`src/common/cbs_params.svh`:
```
// Named constants for the bit synchronizer.
`ifndef CBS_PARAMS_SVH
`define CBS_PARAMS_SVH
`define CBS_SEG_W      4
`define CBS_BRP_W      6
`define CBS_SJW_W      2
`define CBS_SEG_W_MIN  2
`define CBS_RECESSIVE  1'b1
`define CBS_CNT_ZERO   1'b0
`endif

```
`src/common/cbs_pkg.sv`:
```
// Types shared by the bit synchronizer modules.
package cbs_pkg;
  typedef enum logic [2:0] {
    CBS_SEG_SYNC = 3'h1,
    CBS_SEG_T1   = 3'h2,
    CBS_SEG_T2   = 3'h4
  } cbs_seg_e;
endpackage

```
`src/common/cbs_tq_if.sv`:
```
// Carrier between the quantum divider and the bit timing logic.
interface cbs_tq_if #(parameter int BRP_W = 6);
  logic [BRP_W-1:0] brp;
  logic             tick;
  modport div  (input brp, output tick);
  modport user (output brp, input tick);
endinterface

```
`src/logic/cbs_bit_sync.sv`:
```
// Bit timing and edge synchronization for a CAN receiver.
`include "cbs_params.svh"
module cbs_bit_sync #(
  parameter int SEG_W = `CBS_SEG_W,
  parameter int BRP_W = `CBS_BRP_W
) (
  input  wire logic                    ref_clk_i,
  input  wire logic                    rstn_i,
  input  wire logic                    rx_i,
  input  wire logic                    bus_idle_i,
  input  wire logic                    tx_dominant_i,
  input  wire logic [BRP_W-1:0]        brp_i,
  input  wire logic [SEG_W-1:0]        prop_seg_i,
  input  wire logic [SEG_W-1:0]        phase1_i,
  input  wire logic [SEG_W-1:0]        phase2_i,
  input  wire logic [`CBS_SJW_W-1:0]   jump_width_limit_i,
  output logic                         tq_o,
  output logic                         sample_o,
  output logic                         sampled_bit_o,
  output logic                         hard_sync_o,
  output logic                         resync_o,
  output cbs_pkg::cbs_seg_e            seg_o
);
  import cbs_pkg::*;

  localparam int CW = SEG_W + 2;

  // Reject widths too narrow to hold a useful segment.
  if (SEG_W < `CBS_SEG_W_MIN) begin : g_chk
    $error("SEG_W too small for bit timing");
  end

  cbs_tq_if #(.BRP_W(BRP_W)) tq ();

  cbs_tq_div #(.BRP_W(BRP_W)) u_div (
    .ref_clk_i (ref_clk_i),
    .rstn_i    (rstn_i),
    .tq        (tq.div)
  );

  assign tq.brp = brp_i;
  assign tq_o   = tq.tick;

  cbs_seg_e      seg_reg,   seg_next;
  logic [CW-1:0] cnt_reg,   cnt_next;
  logic [CW-1:0] t1_len_reg, t1_len_next;
  logic [CW-1:0] t2_len_reg, t2_len_next;
  logic          done_reg,  done_next;
  logic          smp_reg,   smp_next;
  logic          rxp_reg,   rxp_next;
  logic          smpp_reg,  smpp_next;
  logic          hard_reg,  hard_next;
  logic          rsy_reg,   rsy_next;
  logic [CW-1:0] jump_width_limit;
  logic [CW-1:0] t1_nom;
  logic [CW-1:0] t2_nom;
  logic [CW-1:0] err_mag;
  logic          fall_ok;
  logic          small_err;

  // Jump width 1..4 quanta, nominal segment lengths.
  always_comb begin
    jump_width_limit    = CW'(jump_width_limit_i) + 1'b1;
    t1_nom = CW'(prop_seg_i) + CW'(phase1_i);
    t2_nom = CW'(phase2_i);
  end

  // Qualify edges: recessive to dominant, previous sample recessive.
  always_comb begin
    fall_ok = tq.tick && rxp_reg && !rx_i
              && (smp_reg != rx_i);
    err_mag = '0;
    unique case (seg_reg)
      CBS_SEG_SYNC: err_mag = '0;
      CBS_SEG_T1:   err_mag = cnt_reg + 1'b1;
      CBS_SEG_T2:   err_mag = t2_len_reg - cnt_reg;
    endcase
    small_err = (err_mag <= jump_width_limit);
  end

  // Next-state logic for segment sequencing and synchronization.
  always_comb begin
    seg_next    = seg_reg;
    cnt_next    = cnt_reg;
    t1_len_next = t1_len_reg;
    t2_len_next = t2_len_reg;
    done_next   = done_reg;
    smp_next    = smp_reg;
    rxp_next    = rxp_reg;
    smpp_next   = 1'b0;
    hard_next   = 1'b0;
    rsy_next    = 1'b0;
    if (tq.tick) begin
      rxp_next = rx_i;
      unique case (seg_reg)
        CBS_SEG_SYNC: begin
          seg_next = CBS_SEG_T1;
          cnt_next = '0;
        end
        CBS_SEG_T1: begin
          if (cnt_reg + 1'b1 >= t1_len_reg) begin
            seg_next  = CBS_SEG_T2;
            cnt_next  = '0;
            smp_next  = rx_i;
            smpp_next = 1'b1;
          end else begin
            cnt_next = cnt_reg + 1'b1;
          end
        end
        CBS_SEG_T2: begin
          if (cnt_reg + 1'b1 >= t2_len_reg) begin
            seg_next    = CBS_SEG_SYNC;
            cnt_next    = '0;
            done_next   = 1'b0;
            t1_len_next = t1_nom;
            t2_len_next = t2_nom;
          end else begin
            cnt_next = cnt_reg + 1'b1;
          end
        end
      endcase
      if (fall_ok && !done_reg) begin
        if (bus_idle_i || seg_reg == CBS_SEG_SYNC || small_err) begin
          if (bus_idle_i || seg_reg != CBS_SEG_T1 || !tx_dominant_i) begin
            // Edge quantum becomes the sync segment of a fresh bit.
            seg_next    = CBS_SEG_T1;
            cnt_next    = '0;
            smp_next    = smp_reg;
            smpp_next   = 1'b0;
            done_next   = 1'b1;
            t1_len_next = t1_nom;
            t2_len_next = t2_nom;
            hard_next   = bus_idle_i;
            rsy_next    = !bus_idle_i;
          end
        end else if (seg_reg == CBS_SEG_T1) begin
          if (!tx_dominant_i) begin
            // Stretch phase 1 and keep counting in it.
            t1_len_next = t1_len_reg + jump_width_limit;
            seg_next    = CBS_SEG_T1;
            cnt_next    = cnt_reg + 1'b1;
            smp_next    = smp_reg;
            smpp_next   = 1'b0;
            done_next   = 1'b1;
            rsy_next    = 1'b1;
          end
        end else begin
          // Shrink phase 2, ending the bit now if already past the new end.
          t2_len_next = t2_len_reg - jump_width_limit;
          rsy_next    = 1'b1;
          if (cnt_reg + 1'b1 >= t2_len_reg - jump_width_limit) begin
            seg_next    = CBS_SEG_SYNC;
            cnt_next    = '0;
            done_next   = 1'b0;
            t1_len_next = t1_nom;
            t2_len_next = t2_nom;
          end else begin
            done_next = 1'b1;
          end
        end
      end
    end
  end

  // State registers.
  always_ff @(posedge ref_clk_i) begin
    if (!rstn_i) begin
      seg_reg    <= CBS_SEG_SYNC;
      cnt_reg    <= '0;
      t1_len_reg <= '0;
      t2_len_reg <= '0;
      done_reg   <= 1'b0;
      smp_reg    <= `CBS_RECESSIVE;
      rxp_reg    <= `CBS_RECESSIVE;
      smpp_reg   <= 1'b0;
      hard_reg   <= 1'b0;
      rsy_reg    <= 1'b0;
    end else begin
      seg_reg    <= seg_next;
      cnt_reg    <= cnt_next;
      t1_len_reg <= t1_len_next;
      t2_len_reg <= t2_len_next;
      done_reg   <= done_next;
      smp_reg    <= smp_next;
      rxp_reg    <= rxp_next;
      smpp_reg   <= smpp_next;
      hard_reg   <= hard_next;
      rsy_reg    <= rsy_next;
    end
  end

  // Outputs other than tq_o come straight from registers.
  always_comb begin
    sample_o      = smpp_reg;
    sampled_bit_o = smp_reg;
    hard_sync_o   = hard_reg;
    resync_o      = rsy_reg;
    seg_o         = seg_reg;
  end

  logic sync_any;
  assign sync_any = hard_next || rsy_next;
endmodule

```
`src/logic/cbs_tq_div.sv`:
```
// Time quantum prescaler producing a one-cycle enable per quantum.
`include "cbs_params.svh"
module cbs_tq_div #(parameter int BRP_W = `CBS_BRP_W) (
  input  wire logic ref_clk_i,
  input  wire logic rstn_i,
  cbs_tq_if.div     tq
);
  logic [BRP_W-1:0] cnt_reg;
  logic [BRP_W-1:0] cnt_next;

  // Count up to the prescale value, then wrap and emit a tick.
  always_comb begin
    tq.tick = (cnt_reg >= tq.brp);
    cnt_next = tq.tick ? '0 : cnt_reg + 1'b1;
  end

  // Register the prescale counter.
  always_ff @(posedge ref_clk_i) begin
    if (!rstn_i) begin
      cnt_reg <= '0;
    end else begin
      cnt_reg <= cnt_next;
    end
  end
endmodule

```
`config.mk`:
```
export PLATFORM = sky130hd
export DESIGN_NAME = cbs_bit_sync
export DESIGN_NICKNAME = d
export VERILOG_FILES = /design/src/common/cbs_pkg.sv /design/src/common/cbs_tq_if.sv /design/src/logic/cbs_bit_sync.sv /design/src/logic/cbs_tq_div.sv
export VERILOG_INCLUDE_DIRS = /design/src /design/src/common
export SDC_FILE = /design/constraint.sdc
export NUM_CORES = 1
export LEC_CHECK = 0
export BUFFER_PORTS_ARGS = -buffer_cell sky130_fd_sc_hd__buf_2
export CORE_UTILIZATION = 54
export DETAILED_ROUTE_END_ITERATION = 16
export PLACE_DENSITY = 0.83
export SYNTH_ARGS = -nofsm -noshare
export SYNTH_HDL_FRONTEND = slang
export SYNTH_SLANG_ARGS = --single-unit
```
`constraint.sdc`:
```
create_clock -name ref_clk_i -period 3.9 [get_ports ref_clk_i]
set_input_delay 0.78 -clock ref_clk_i [delete_from_list [all_inputs] [get_ports ref_clk_i]]
set_output_delay 0.78 -clock ref_clk_i [all_outputs]
set_load 0.005 [all_outputs]
```
---- After elaboration in Yosys (flattened, before gate mapping) ----
Index checks and enable logic that the tools add are counted.
W data, S select, Z words.
word-level totals
  flip-flop bits (word level) ............. 33
  latch bits .............................. 0
  RAM bits ................................ 0
  bits in read-only memories .............. 0
  bits of input ports ..................... 25
  output and inout port bits .............. 8
  logic and storage cells ................. 108
  memories ................................ 0
cells by class
  add/sub/neg operators ................... 7
  multipliers ............................. 0
  divide/modulo/power cells ............... 0
  order comparisons ....................... 5
  equality and inequality tests ........... 7
  shift operators ......................... 0
  muxes and demuxes ....................... 60
  bitwise operators ....................... 1
  reduce and logical (&&, ||, !) cells .... 17
operators by type and width
  kind                   number
  $mux W6                23
  $pmux W6 S3            2
  $mux W1                26
  $ge A6 B6 Y1           4
  $mux W3                8
  $add A6 B1 Y6 const B  2
  $pmux W3 S3            1
  $add A6 B3 Y6          1
  $le A6 B3 Y1           1
  $reduce_and A3 Y1      2
  $sub A6 B3 Y6          1
  $sub A6 B6 Y6          1
  $add A4 B4 Y5          1
  $reduce_and A5 Y1      1
  $logic_and A1 B1 Y1    4
  $logic_not A1 Y1       4
  $logic_or A1 B1 Y1     4
  $ne A4 B4 Y1 const B   1
  $add A2 B1 Y3 const B  1
  $eq A3 B1 Y1 const B   1
  $eq A3 B2 Y1 const B   1
  $eq A3 B3 Y1 const B   1
  $ne A3 B2 Y1 const B   1
  $ne A3 B3 Y1 const B   1
  4 further kinds        4

---- Logic depth before layout (Yosys ltp) ----
Gate-level depths: netlist (run 1).
  word-level depth ........................ 8
  depth in mapped cells ................... 18
  gate-level depth less buffers ........... 17

---- Hierarchy ----
A second synthesis (run 1) with hierarchy kept.
second synthesis, totals
  cell total of the unflattened synthesis .. 407
  area, all modules ....................... 3214.3 µm²
modules (own cells, without submodules)
  module        instances  cells an instance  area an instance (µm²)  sequential area each (µm²)
  cbs_bit_sync  1          364                2824.0                  540.5
  cbs_tq_div    1          43                 390.4                   120.1

---- Worst setup path after synthesis (run 1) ----
OpenSTA, ideal clock, no wires.
  kind .................................... in2reg
  start point ............................. input jump_width_limit_i[0]
  end point ............................... register t1_len_reg[1]
  setup time .............................. 0.122 ns
  arrival time ............................ 4.087 ns
  required time ........................... 3.778 ns
  path slack .............................. -0.308 ns
  cell stages on the path ................. 16
  buffers on the path ..................... 0
  cell sequence ........................... ha_1 > inv_1 > ha_1 > nor2b_1 > o21ai_0 > nand2b_1 > or3_1 > xnor2_1 > ha_1 > and3_1 > a221oi_1 > or2_2 > nor2b_1 > mux2i_1 > a22o_2 > a221o_1
between the ends
  cells in the longest elaborated chain, start to end .. 7
  elaborated cells between the ends (all ways) .. 11
  those cells by class .................... add/sub: 3; order compare: 2; mux: 5; reduce/logical: 1
RTL lines
  item                  line                 text
  from (decl)           cbs_bit_sync.sv:16   input wire logic [`CBS_SJW_W-1:0] jump_width_limit_i,
  $add A2 B1 Y3 (*)     cbs_bit_sync.sv:63   jump_width_limit = CW'(jump_width_limit_i) + 1'b1;
  $sub A6 B3 Y6         cbs_bit_sync.sv:151  if (cnt_reg + 1'b1 >= t2_len_reg - jump_width_limit) begin
  $ge A6 B6 Y1          cbs_bit_sync.sv:151
  $mux W6               cbs_bit_sync.sv:151
  $mux W6               cbs_bit_sync.sv:136  end else if (seg_reg == CBS_SEG_T1) begin
  $mux W6 (*)           cbs_bit_sync.sv:123  if (bus_idle_i || seg_reg == CBS_SEG_SYNC || small_err) begin
  $mux W6 (*)           cbs_bit_sync.sv:122  if (fall_ok && !done_reg) begin
  to (signal assigned)  cbs_bit_sync.sv:181  t1_len_reg <= t1_len_next;
  to (decl)             cbs_bit_sync.sv:46   logic [CW-1:0] t1_len_reg, t1_len_next;
Every way passes the cells marked *; elsewhere a longest branch is shown, timed or not.
A chain may end at the register's enable or synchronous reset.

---- Final worst setup path (run 1) ----
Same ends and word-level chain as after synthesis.

==> results of run 1 <==
-- through the flow --
stage,utilization (%),area [sq um]
global placement,65.5,3650
CTS,67.0,3740
finish,68.4,3810
detailed placement,65.5,3650
floorplan,-,3230
global route,68.4,3810
-- worst max-delay path, stage by stage --
cell and delay (ps):
buf_2 120, ha_4 290, inv_4 40, ha_4 190, nor2b_1 120, o21ai_1 130
nand2b_1 90, or3_4 380, xnor2_4 190, ha_4 230, and3_4 150, a221oi_2 320
or2_4 180, nor2b_4 160, mux2i_4 100, a22o_2 310, a221o_1 280
-- layout make-up --
| cell class | instances | area share [%] |
|---|---|---|
| Clock inverter | 3 | 0.459 |
| Inverter | 40 | 4.00 |
| Sequential cell | 33 | 17.3 |
| Clock buffer | 5 | 1.81 |
| Timing Repair Buffer | 64 | 10.5 |
| Multi-Input combinational cell | 314 | 63.5 |
| Tap cell | 72 | 2.36 |
-- routing by layer --
metal  global-route usage [%]  up-vias  routed length [um]
met4                     11.9        0                 316
met5                        0        -                   0
met2                     52.3      191                4260
met1                     40.7     1509                3940
met3                     4.65       39                 789
li1                         -     1549                   -
-- cell usage in the layout, fill, tap and decap left out, drive strengths merged, types with 6 or more instances in the layout --
master and n:
nor3 16, xnor2 12, and3 6, o21ai 26
or3 6, ha 45, inv 39, nand2b 8
buf 64, a21oi 29, nand3 12, xor2 8
a21o 9, dfxtp 33, nand2 31, nor2 29
-- repair_timing --
item                       in CTS  in global routing
gates resized for setup         1                 12
setup buffers                   0                  1
pin swaps                       0                  9
hold buffers                    0                  0
setup endpoints to repair       1                 13
-- cell families (layout without fill, tap and decap cells) --
logic type / count (synthesis) / after routing / share of synthesized area (%)
AOI/OAI and AO/OA: 113 / 113 / 24.5
xor gates and xnor gates: 20 / 20 / 5.75
adders and majority gates: 49 / 49 / 20.3
buffers and inverters: 50 / 112 / 6.86
DFF: 33 / 33 / 20.8
muxes: 3 / 3 / 0.985
and+or+nand+nor: 129 / 129 / 20.8
-- worst paths after layout --
kind                                                    end  depth (start not counted)  slack [ps]                        start
worst max-delay path             t1_len_reg[1]$_SDFFE_PN0N_                         17          30        jump_width_limit_i[0]
worst max register to register   t1_len_reg[1]$_SDFFE_PN0N_                         12         180   t2_len_reg[1]$_SDFFE_PN0N_
worst min-delay path            u_div.cnt_reg[0]$_SDFF_PP0_                          1         460  u_div.cnt_reg[0]$_SDFF_PP0_
worst min register to register  u_div.cnt_reg[0]$_SDFF_PP0_                          1         460  u_div.cnt_reg[0]$_SDFF_PP0_
-- power by group --
group | internal [W] | switching [W] | leakage, nW
Sequential | 0.000346 | 0.00000966 | 0.267
Combinational | 0.000101 | 0.000113 | 1.47
Clock | 0.000123 | 0.000144 | 0.0439
==> results.cfg, run 1 <==
[detailed_routing]
ant_nets = 0
drt_first_pass_iters = 5
drt-vias-per-instance = 6.19
dr.first_iter.drc_count = 391
wl_mm = 9.31
via_count = 3288
drc = 0
wire_per_inst_um = 17.5

[cells_and_area]
drive_gt1_share_pct = 22.7
multi_input_area_sq_mm = 0.00242
layout.area.seq_sq_um = 661
fillers = 460
diodes = 0
stdcell_count = 531
layout.nets = 532
syn2layout_area_growth_pct = 20.1

[synth]
syn_nets = 471
synthCells = 397
synth_seq_area_share_pct = 20.8
synth.avg_cell_area_sq_um = 8.00
synth_top_area_share_pct = 20.8
synth_common_cells = ha_1 (45), inv_1 (39), dfxtp_1 (33)
ys_types = 70
ys.flop_type = dfxtp_1
synth_warnings = 0
synth_edf_count = 0
syn_area_sq_mm = 0.00317
synth_seq_cells = 33
synth_area_leaders = dfxtp_1 (21%), ha_1 (18%), inv_1 (4.6%)
yosysTopAreaCell = dfxtp_1
async_flop_share_pct = 0
yosysMostFrequentCell = ha_1

[pwr]
finalPower_w = 0.000836
leakage_nw = 1.78
ir_drop_uv = 130
power_density_mw_per_mm2 = 219

[worst_setup_path]
cp.required_ps = 4090
cp_max_fo = 4
arrival_ps = 4060
critPathKind = in -> reg
cp-end-kind = flop
startpoint_type = input port

[global_route]
grt_max_degree = 13
grt_usage_pct = 31.4
grt.overflow.total = 0
grt_pass1_wl_mm = 15.1
grt_pass1_vias = 3239
antenna_found_initial = 0

[cts]
root_buffer = clkbuf_8
cts_tree = built
clock_latency_ps = 300
cts_made_buffers = 5
clk_path_buf_depth = 2
clk_pin_slew_worst_paths_ps = 80
cts_sinks = 33
h-tree-depth = 2

[placement]
dp.cells = 522
port_buffers = 32
place_ws_ps = -304
gp_congestion = 0.993
place_hpwl_mm = 7.21

[outcome]
outcome = finished clean

[sta]
setup_violations = 0
worstMarginPinSlew_ps = 1020
finalCriticalPeriod_ps = 3870
finalMaxSlewViolations = 0
min_period_over_period_pct = 99.2
setup_slack_ps = 30.6
whs_ps = 462
finalHoldViolations = 0
fmax_mhz = 258
setup_tns_ps = 0
slew_headroom_pct = 31.4
skew_ps = 9.59

[floorplan]
start_util_pct = 56.9
die_h_um = 78.7
die-area_sq_mm = 0.00619
fp.dieW_um = 78.7
row_count = 27
io_pins = 33
core_area_sq_mm = 0.00557

[worst_hold_path]
min_path_type = reg -> reg

[run]
cap_violations = 0
Power figures use the tool's default switching activity.
==> run 2: changes to the inputs <==
--- a/config.mk
+++ b/config.mk
@@ -11,4 +11,5 @@
 export DETAILED_ROUTE_END_ITERATION = 16
 export PLACE_DENSITY = 0.83
+export SETUP_SLACK_MARGIN = 0.5
 export SYNTH_ARGS = -nofsm -noshare
 export SYNTH_HDL_FRONTEND = slang
==> constraint.sdc (replaced) <==
create_clock -name ref_clk_i -period 3.9 [get_ports ref_clk_i]
set_input_delay 0.39 -clock ref_clk_i [delete_from_list [all_inputs] [get_ports ref_clk_i]]
set_output_delay 0.39 -clock ref_clk_i [all_outputs]
set_load 0.005 [all_outputs]
==> run 2 against run 1 <==
Net effect:
- sequential power is essentially flat
- critical path depth shrank 4
- critical endpoint unchanged
- cell area grew 1.6%
==> results.cfg, run 2 (synthesis results as in run 1) <==
[pwr]
power_density_mw_per_mm2 = 249
internal-power_w = 0.000691
ir_drop_uv = 162
leakage_nw = 1.74
clockPowerShare_pct = 41.3
sequentialPowerShare_pct = 36.8
combPwrFrac_pct = 21.9
swShare_pct = 28.4
p_sw_w = 0.000274

[sta]
whs_ps = 344
worstMarginPinSlew_ps = 939
skew_ps = 5.43
finalHoldViolations = 0
min_period_over_period_pct = 88.5
finalMaxSlewViolations = 0
fmax_mhz = 290
setup_slack_ps = 450
finalCriticalPeriod_ps = 3450
rsz0062_at_grt = true
setup_violations = 0
slew_headroom_pct = 36.9

[floorplan]
fp.dieW_um = 78.7
start_util_pct = 56.9
core_area_sq_mm = 0.00557
io_pins = 33
die_h_um = 78.7
row_count = 27
die-area_sq_mm = 0.00619

[worst_setup_path]
worstReg2RegEnd = t1_len_reg[1]$_SDFFE_PN0N_
cp.required_ps = 4090
cp_slowest_cell = fa_2
arrival_ps = 3640
crit-reg2reg-launch = t2_len_reg[0]$_SDFFE_PN0N_
crit_chain = inv_4 > ha_4 > fa_2 > o22ai_2 > ha_1 > nor2b_1 > o21a_1 > o21ai_2 > o221a_4 > a21boi_4 > or2_4 > a31o_1 > a221o_1
startpoint_type = flop
r2r_slack_ps = 450
cp_max_fo = 7
max_stage_delay_ps = 530
cp-end-kind = flop
critical_path.top_delay_family = compound AO/OA/AOI/OAI gates
worstRegToRegCells = 13
cp.buffers_inverters = 1
critPathKind = reg -> reg

[detailed_routing]
drc = 0
wl_mm = 9.89
dr.first_iter.drc_count = 481
via_count = 3328
drt_first_pass_iters = 6
wire_per_inst_um = 19.4
drt-vias-per-instance = 6.51
ant_nets = 0

[cells_and_area]
diodes = 0
fillers = 423
final_common_cell = ha_1
syn2layout_area_growth_pct = 22.0
final_area_sq_mm = 0.00387
layout.nets = 512
drive_gt1_share_pct = 24.8
layout_common_cells = ha_1 (39), inv_1 (36), buf_2 (32), dfxtp_1 (31)
fin_util_pct = 69.5

[cts]
root_buffer = clkbuf_8
clock_latency_ps = 300
h-tree-depth = 2
cts_sinks = 33
clk_pin_slew_worst_paths_ps = 80
cts_tree = built
cts_made_buffers = 5
clk_path_buf_depth = 2

[global_route]
grt_pass1_vias = 3187
grt_pass1_wl_mm = 15.4
grt_max_degree = 19
grt_use_met1_pct = 39.2
grt.busiest_layer = met2
grt_usage_pct = 32.2
grt.overflow.total = 0
use_met2_pct = 54.1
grtUsageMet3_pct = 6.63
antenna_found_initial = 0

[placement]
place_ws_ps = -42.0
place_area_sq_mm = 0.00346
gp_congestion = 0.980
port_buffers = 32
place_hpwl_mm = 7.12

[worst_hold_path]
worstHoldPathCells = 3
min_path_type = in -> reg
worstHoldStart = rx_i
whs_endpoint = rxp_reg$_SDFFE_PN1N_

[outcome]
outcome = finished clean

[run]
cap_violations = 0
==> run 2: how the worst max path moves through the flow <==
stage / from / endpoint / cells past startpoint / slack (ps)
finish: t2_len_reg[0]$_SDFFE_PN0N_ / t1_len_reg[1]$_SDFFE_PN0N_ / 13 / 450
global route: cnt_reg[2]$_SDFFE_PN0N_ / t1_len_reg[1]$_SDFFE_PN0N_ / 12 / 340
CTS: jump_width_limit_i[0] / t1_len_reg[1]$_SDFFE_PN0N_ / 17 / 500
detailed placement: jump_width_limit_i[0] / t1_len_reg[1]$_SDFFE_PN0N_ / 17 / -40
global placement: jump_width_limit_i[0] / t1_len_reg[1]$_SDFFE_PN0N_ / 17 / 70
floorplan: jump_width_limit_i[0] / t1_len_reg[1]$_SDFFE_PN0N_ / 16 / 380
==> run 2: timing repair <==
action,CTS,global route
hold buffers,0,0
resized for setup,18,33
buffers inserted,5,1
cloned,0,0
pin swaps,14,13
endpoints found under the setup margin,21,20
==> run 2: final cells by class <==
class,instances,area [sq um],share of cell area (%)
multi-input combinational,314,2580,66.5
sequential,33,663,17.1
timing repair buffer,44,254,6.56
inverter,40,155,4.01
tap,72,90.1,2.33
clock buffer,5,68.8,1.78
clock inverter,3,65.1,1.68
==> run 2: through the flow <==
stage,total power (W),cells,setup TNS (ps)
global route,0.000998,511,0
detailed placement,0.000544,497,-64.0
global placement,0.000536,497,0
finish,0.000965,511,0
floorplan,0.000489,397,0
CTS,0.000946,510,0
==> run 2: power groups by stage <==
| stage | logic (W) | clock network [W] | registers (W) |
|---|---|---|---|
| CTS | 0.000195 | 0.000396 | 0.000355 |
| finish | 0.000211 | 0.000398 | 0.000355 |
| global placement | 0.000174 | 0 | 0.000362 |
| global route | 0.000232 | 0.000410 | 0.000356 |
| floorplan | 0.000130 | 0 | 0.000360 |
| detailed placement | 0.000182 | 0 | 0.000362 |
==> run 2: per-layer routing <==
layer	up-vias	share of wire (%)	routed length (um)
li1	1520	-	-
met1	1528	39	3860
met2	215	47	4600
met3	65	9.9	980
met4	0	4.5	444
met5	-	0	0
==> run 2: worst min-delay path: cells and delay by family <==
kind / cells / cell delay (ps)
buffers and inverters: 1 / 100
and+or+nand+nor: 2 / 120
==> run 3: changes to the inputs <==
- SYNTH_HIERARCHICAL: default -> 1
==> run 3 against run 2 <==
Net effect:
- combinational power fell by 9.5%
- critical endpoint is now t1_len_reg[0]$_SDFFE_PN0P_
- global-route usage grew 0.26 points
- sequential power about the same
- fmax fell by 0.82%
==> results.cfg, run 3 <==
[sta]
finalMaxSlewViolations = 0
worstMarginPinSlew_ps = 719
setup_tns_ps = 0
fmax_mhz = 287
min_period_over_period_pct = 89.2
slew_headroom_pct = 50.8
skew_ps = 7.54
rsz0062_at_grt = true
setup_violations = 0
finalCriticalPeriod_ps = 3480
finalHoldViolations = 0

[cells_and_area]
stdcell_count = 526
drive_gt1_share_pct = 22.0
diodes = 0
layout_common_cells = ha_1 (40), inv_1 (36), buf_2 (32)
fillers = 481
final_common_cell = ha_1
syn2layout_area_growth_pct = 19.4
layout.nets = 527

[worst_setup_path]
cp-end-kind = flop
critPathKind = reg -> reg
startpoint_type = flop
arrival_ps = 3720
cp.required_ps = 4140
cp_max_fo = 7

[cts]
clock_latency_ps = 300
cts_hold_buffers = 0
root_buffer = clkbuf_8
cts_made_buffers = 5
h-tree-depth = 2
cts_tree = built
clk_path_buf_depth = 2
cts_sinks = 33
clk_pin_slew_worst_paths_ps = 80

[floorplan]
row_count = 27
die-area_sq_mm = 0.00626
io_pins = 33
core_area_sq_mm = 0.00561
start_util_pct = 57.3
fp.dieW_um = 79.2
die_h_um = 79.2

[synth]
synth_edf_count = 0
synth_seq_area_share_pct = 20.6
ys.flop_type = dfxtp_1
yosysMostFrequentCell = ha_1
synth_seq_cells = 33
async_flop_share_pct = 0
synth.avg_cell_area_sq_um = 7.90
synthCells = 407
syn_area_sq_mm = 0.00321
syn_nets = 481
synth_warnings = 6
synth_top_area_share_pct = 20.6
synth_common_cells = ha_1 (45), inv_1 (37), dfxtp_1 (33)
synth_area_leaders = dfxtp_1 (21%), ha_1 (18%), xnor2_1 (4.9%)
ys_types = 64
yosysTopAreaCell = dfxtp_1

[pwr]
sequentialPowerShare_pct = 43.3
finalPower_w = 0.000813
combPwrFrac_pct = 23.5
p_sw_w = 0.000264
ir_drop_uv = 136
swShare_pct = 32.5
internal-power_w = 0.000549
clockPowerShare_pct = 33.2
power_density_mw_per_mm2 = 212
leakage_nw = 1.63

[global_route]
grt_usage_pct = 32.5
grt_pass1_vias = 3161
grt.overflow.total = 0
antenna_found_initial = 0
grt_max_degree = 27
grt_pass1_wl_mm = 15.6

[outcome]
outcome = finished clean

[placement]
gp_congestion = 0.996
place_hpwl_mm = 7.23
port_buffers = 32
dp.cells = 511

[detailed_routing]
drc = 0
ant_nets = 0
drt_first_pass_iters = 5
wl_mm = 9.78
wire_per_inst_um = 18.6
via_count = 3339
dr.first_iter.drc_count = 326
drt-vias-per-instance = 6.35

[run]
cap_violations = 0

[worst_hold_path]
min_path_type = in -> reg
==> run 3: changes by cell type after synthesis, moves of 4 or more <==
cell | before | now
o211ai_1 | 1 | 5
o21ai_0 | 23 | 27
a21oi_1 | 29 | 24
or4_1 | 0 | 4
xnor2_1 | 12 | 18
clkbuf_1 | 2 | 9
or3_1 | 6 | 0
o31ai_1 | 1 | 5
==> run 3: final cells by class <==
class / count / area [sq um] / share of cell area [%]
clock inverters: 3 / 17.5 / 0.456
repair buffers: 52 / 322 / 8.38
flip-flops and latches: 33 / 666 / 17.3
well taps: 72 / 90.1 / 2.35
clock buffers: 5 / 68.8 / 1.79
multi-input cells: 324 / 2540 / 66.1
inverters: 37 / 139 / 3.62
==> run 3: power by group through the flow <==
stage	Combinational [W]	Sequential (W)	Clock [W]
6_report	0.000191	0.000352	0.000270
5_1_grt	0.000210	0.000353	0.000283
4_1_cts	0.000177	0.000351	0.000274
3_5_place_dp	0.000172	0.000360	0
3_3_place_gp	0.000168	0.000360	0
2_1_floorplan	0.000118	0.000358	0
==> run 3: routing by layer <==
| layer | GRT usage, % | up-vias | wire length [um] |
|---|---|---|---|
| met5 | 0 | - | 0 |
| met4 | 12.7 | 0 | 310 |
| met3 | 5.17 | 34 | 923 |
| met2 | 53.5 | 182 | 4550 |
| met1 | 42.1 | 1560 | 3990 |
| li1 | - | 1563 | - |
==> run 3: worst max-delay path: stages (launching register included) <==
cell and delay, ps:
dfxtp_2 350, inv_2 60, ha_4 160, fa_2 370, nand2b_4 160, a32o_2 270
ha_4 290, nand3b_1 110, a21o_1 230, a21bo_1 230, nand2_1 80, a21boi_2 160
buf_6 140, or4b_4 520, o22a_1 190, a21boi_1 110
==> run 3: through the flow <==
| step | hold slack [ps] | instance area (sq um) | worst slack (ps) | utilization [%] |
|---|---|---|---|---|
| 2_1_floorplan | 430 | 3210 | 500 | - |
| 3_3_place_gp | 446 | 3510 | 110 | 62.6 |
| 3_5_place_dp | 450 | 3510 | 94.9 | 62.6 |
| 4_1_cts | 346 | 3700 | 490 | 66.0 |
| 5_1_grt | 347 | 3840 | 372 | 68.5 |
| 6_report | 333 | 3840 | 422 | 68.5 |
==> run 3: worst paths after layout <==
check | from | end | slack (ps) | depth (start not counted)
max | t2_len_reg[0]$_SDFFE_PN0P_ | t1_len_reg[0]$_SDFFE_PN0P_ | 420 | 15
max reg2reg | t2_len_reg[0]$_SDFFE_PN0P_ | t1_len_reg[0]$_SDFFE_PN0P_ | 420 | 15
min | rx_i | rxp_reg$_SDFFE_PN1P_ | 330 | 3
min reg2reg | u_div/cnt_reg[0]$_SDFF_PP0_ | u_div/cnt_reg[0]$_SDFF_PP0_ | 470 | 1
==> run 3: kinds of logic (layout without fill, tap and decap cells) <==
family,Yosys count,in the layout,synth area share (%)
flops,33,33,20.6
fa+ha+maj,49,49,20.0
mux,3,3,1.05
compound gates,119,119,25.3
xor+xnor,24,24,6.77
buf+inv,50,97,6.11
simple gates,129,129,20.2
==> run 3: what timing repair did <==
action                                  4_1_cts  5_1_grt
buffers inserted                              2        5
resized for setup                            20       22
endpoints found under the setup margin       19       21
pin swaps                                     6       13
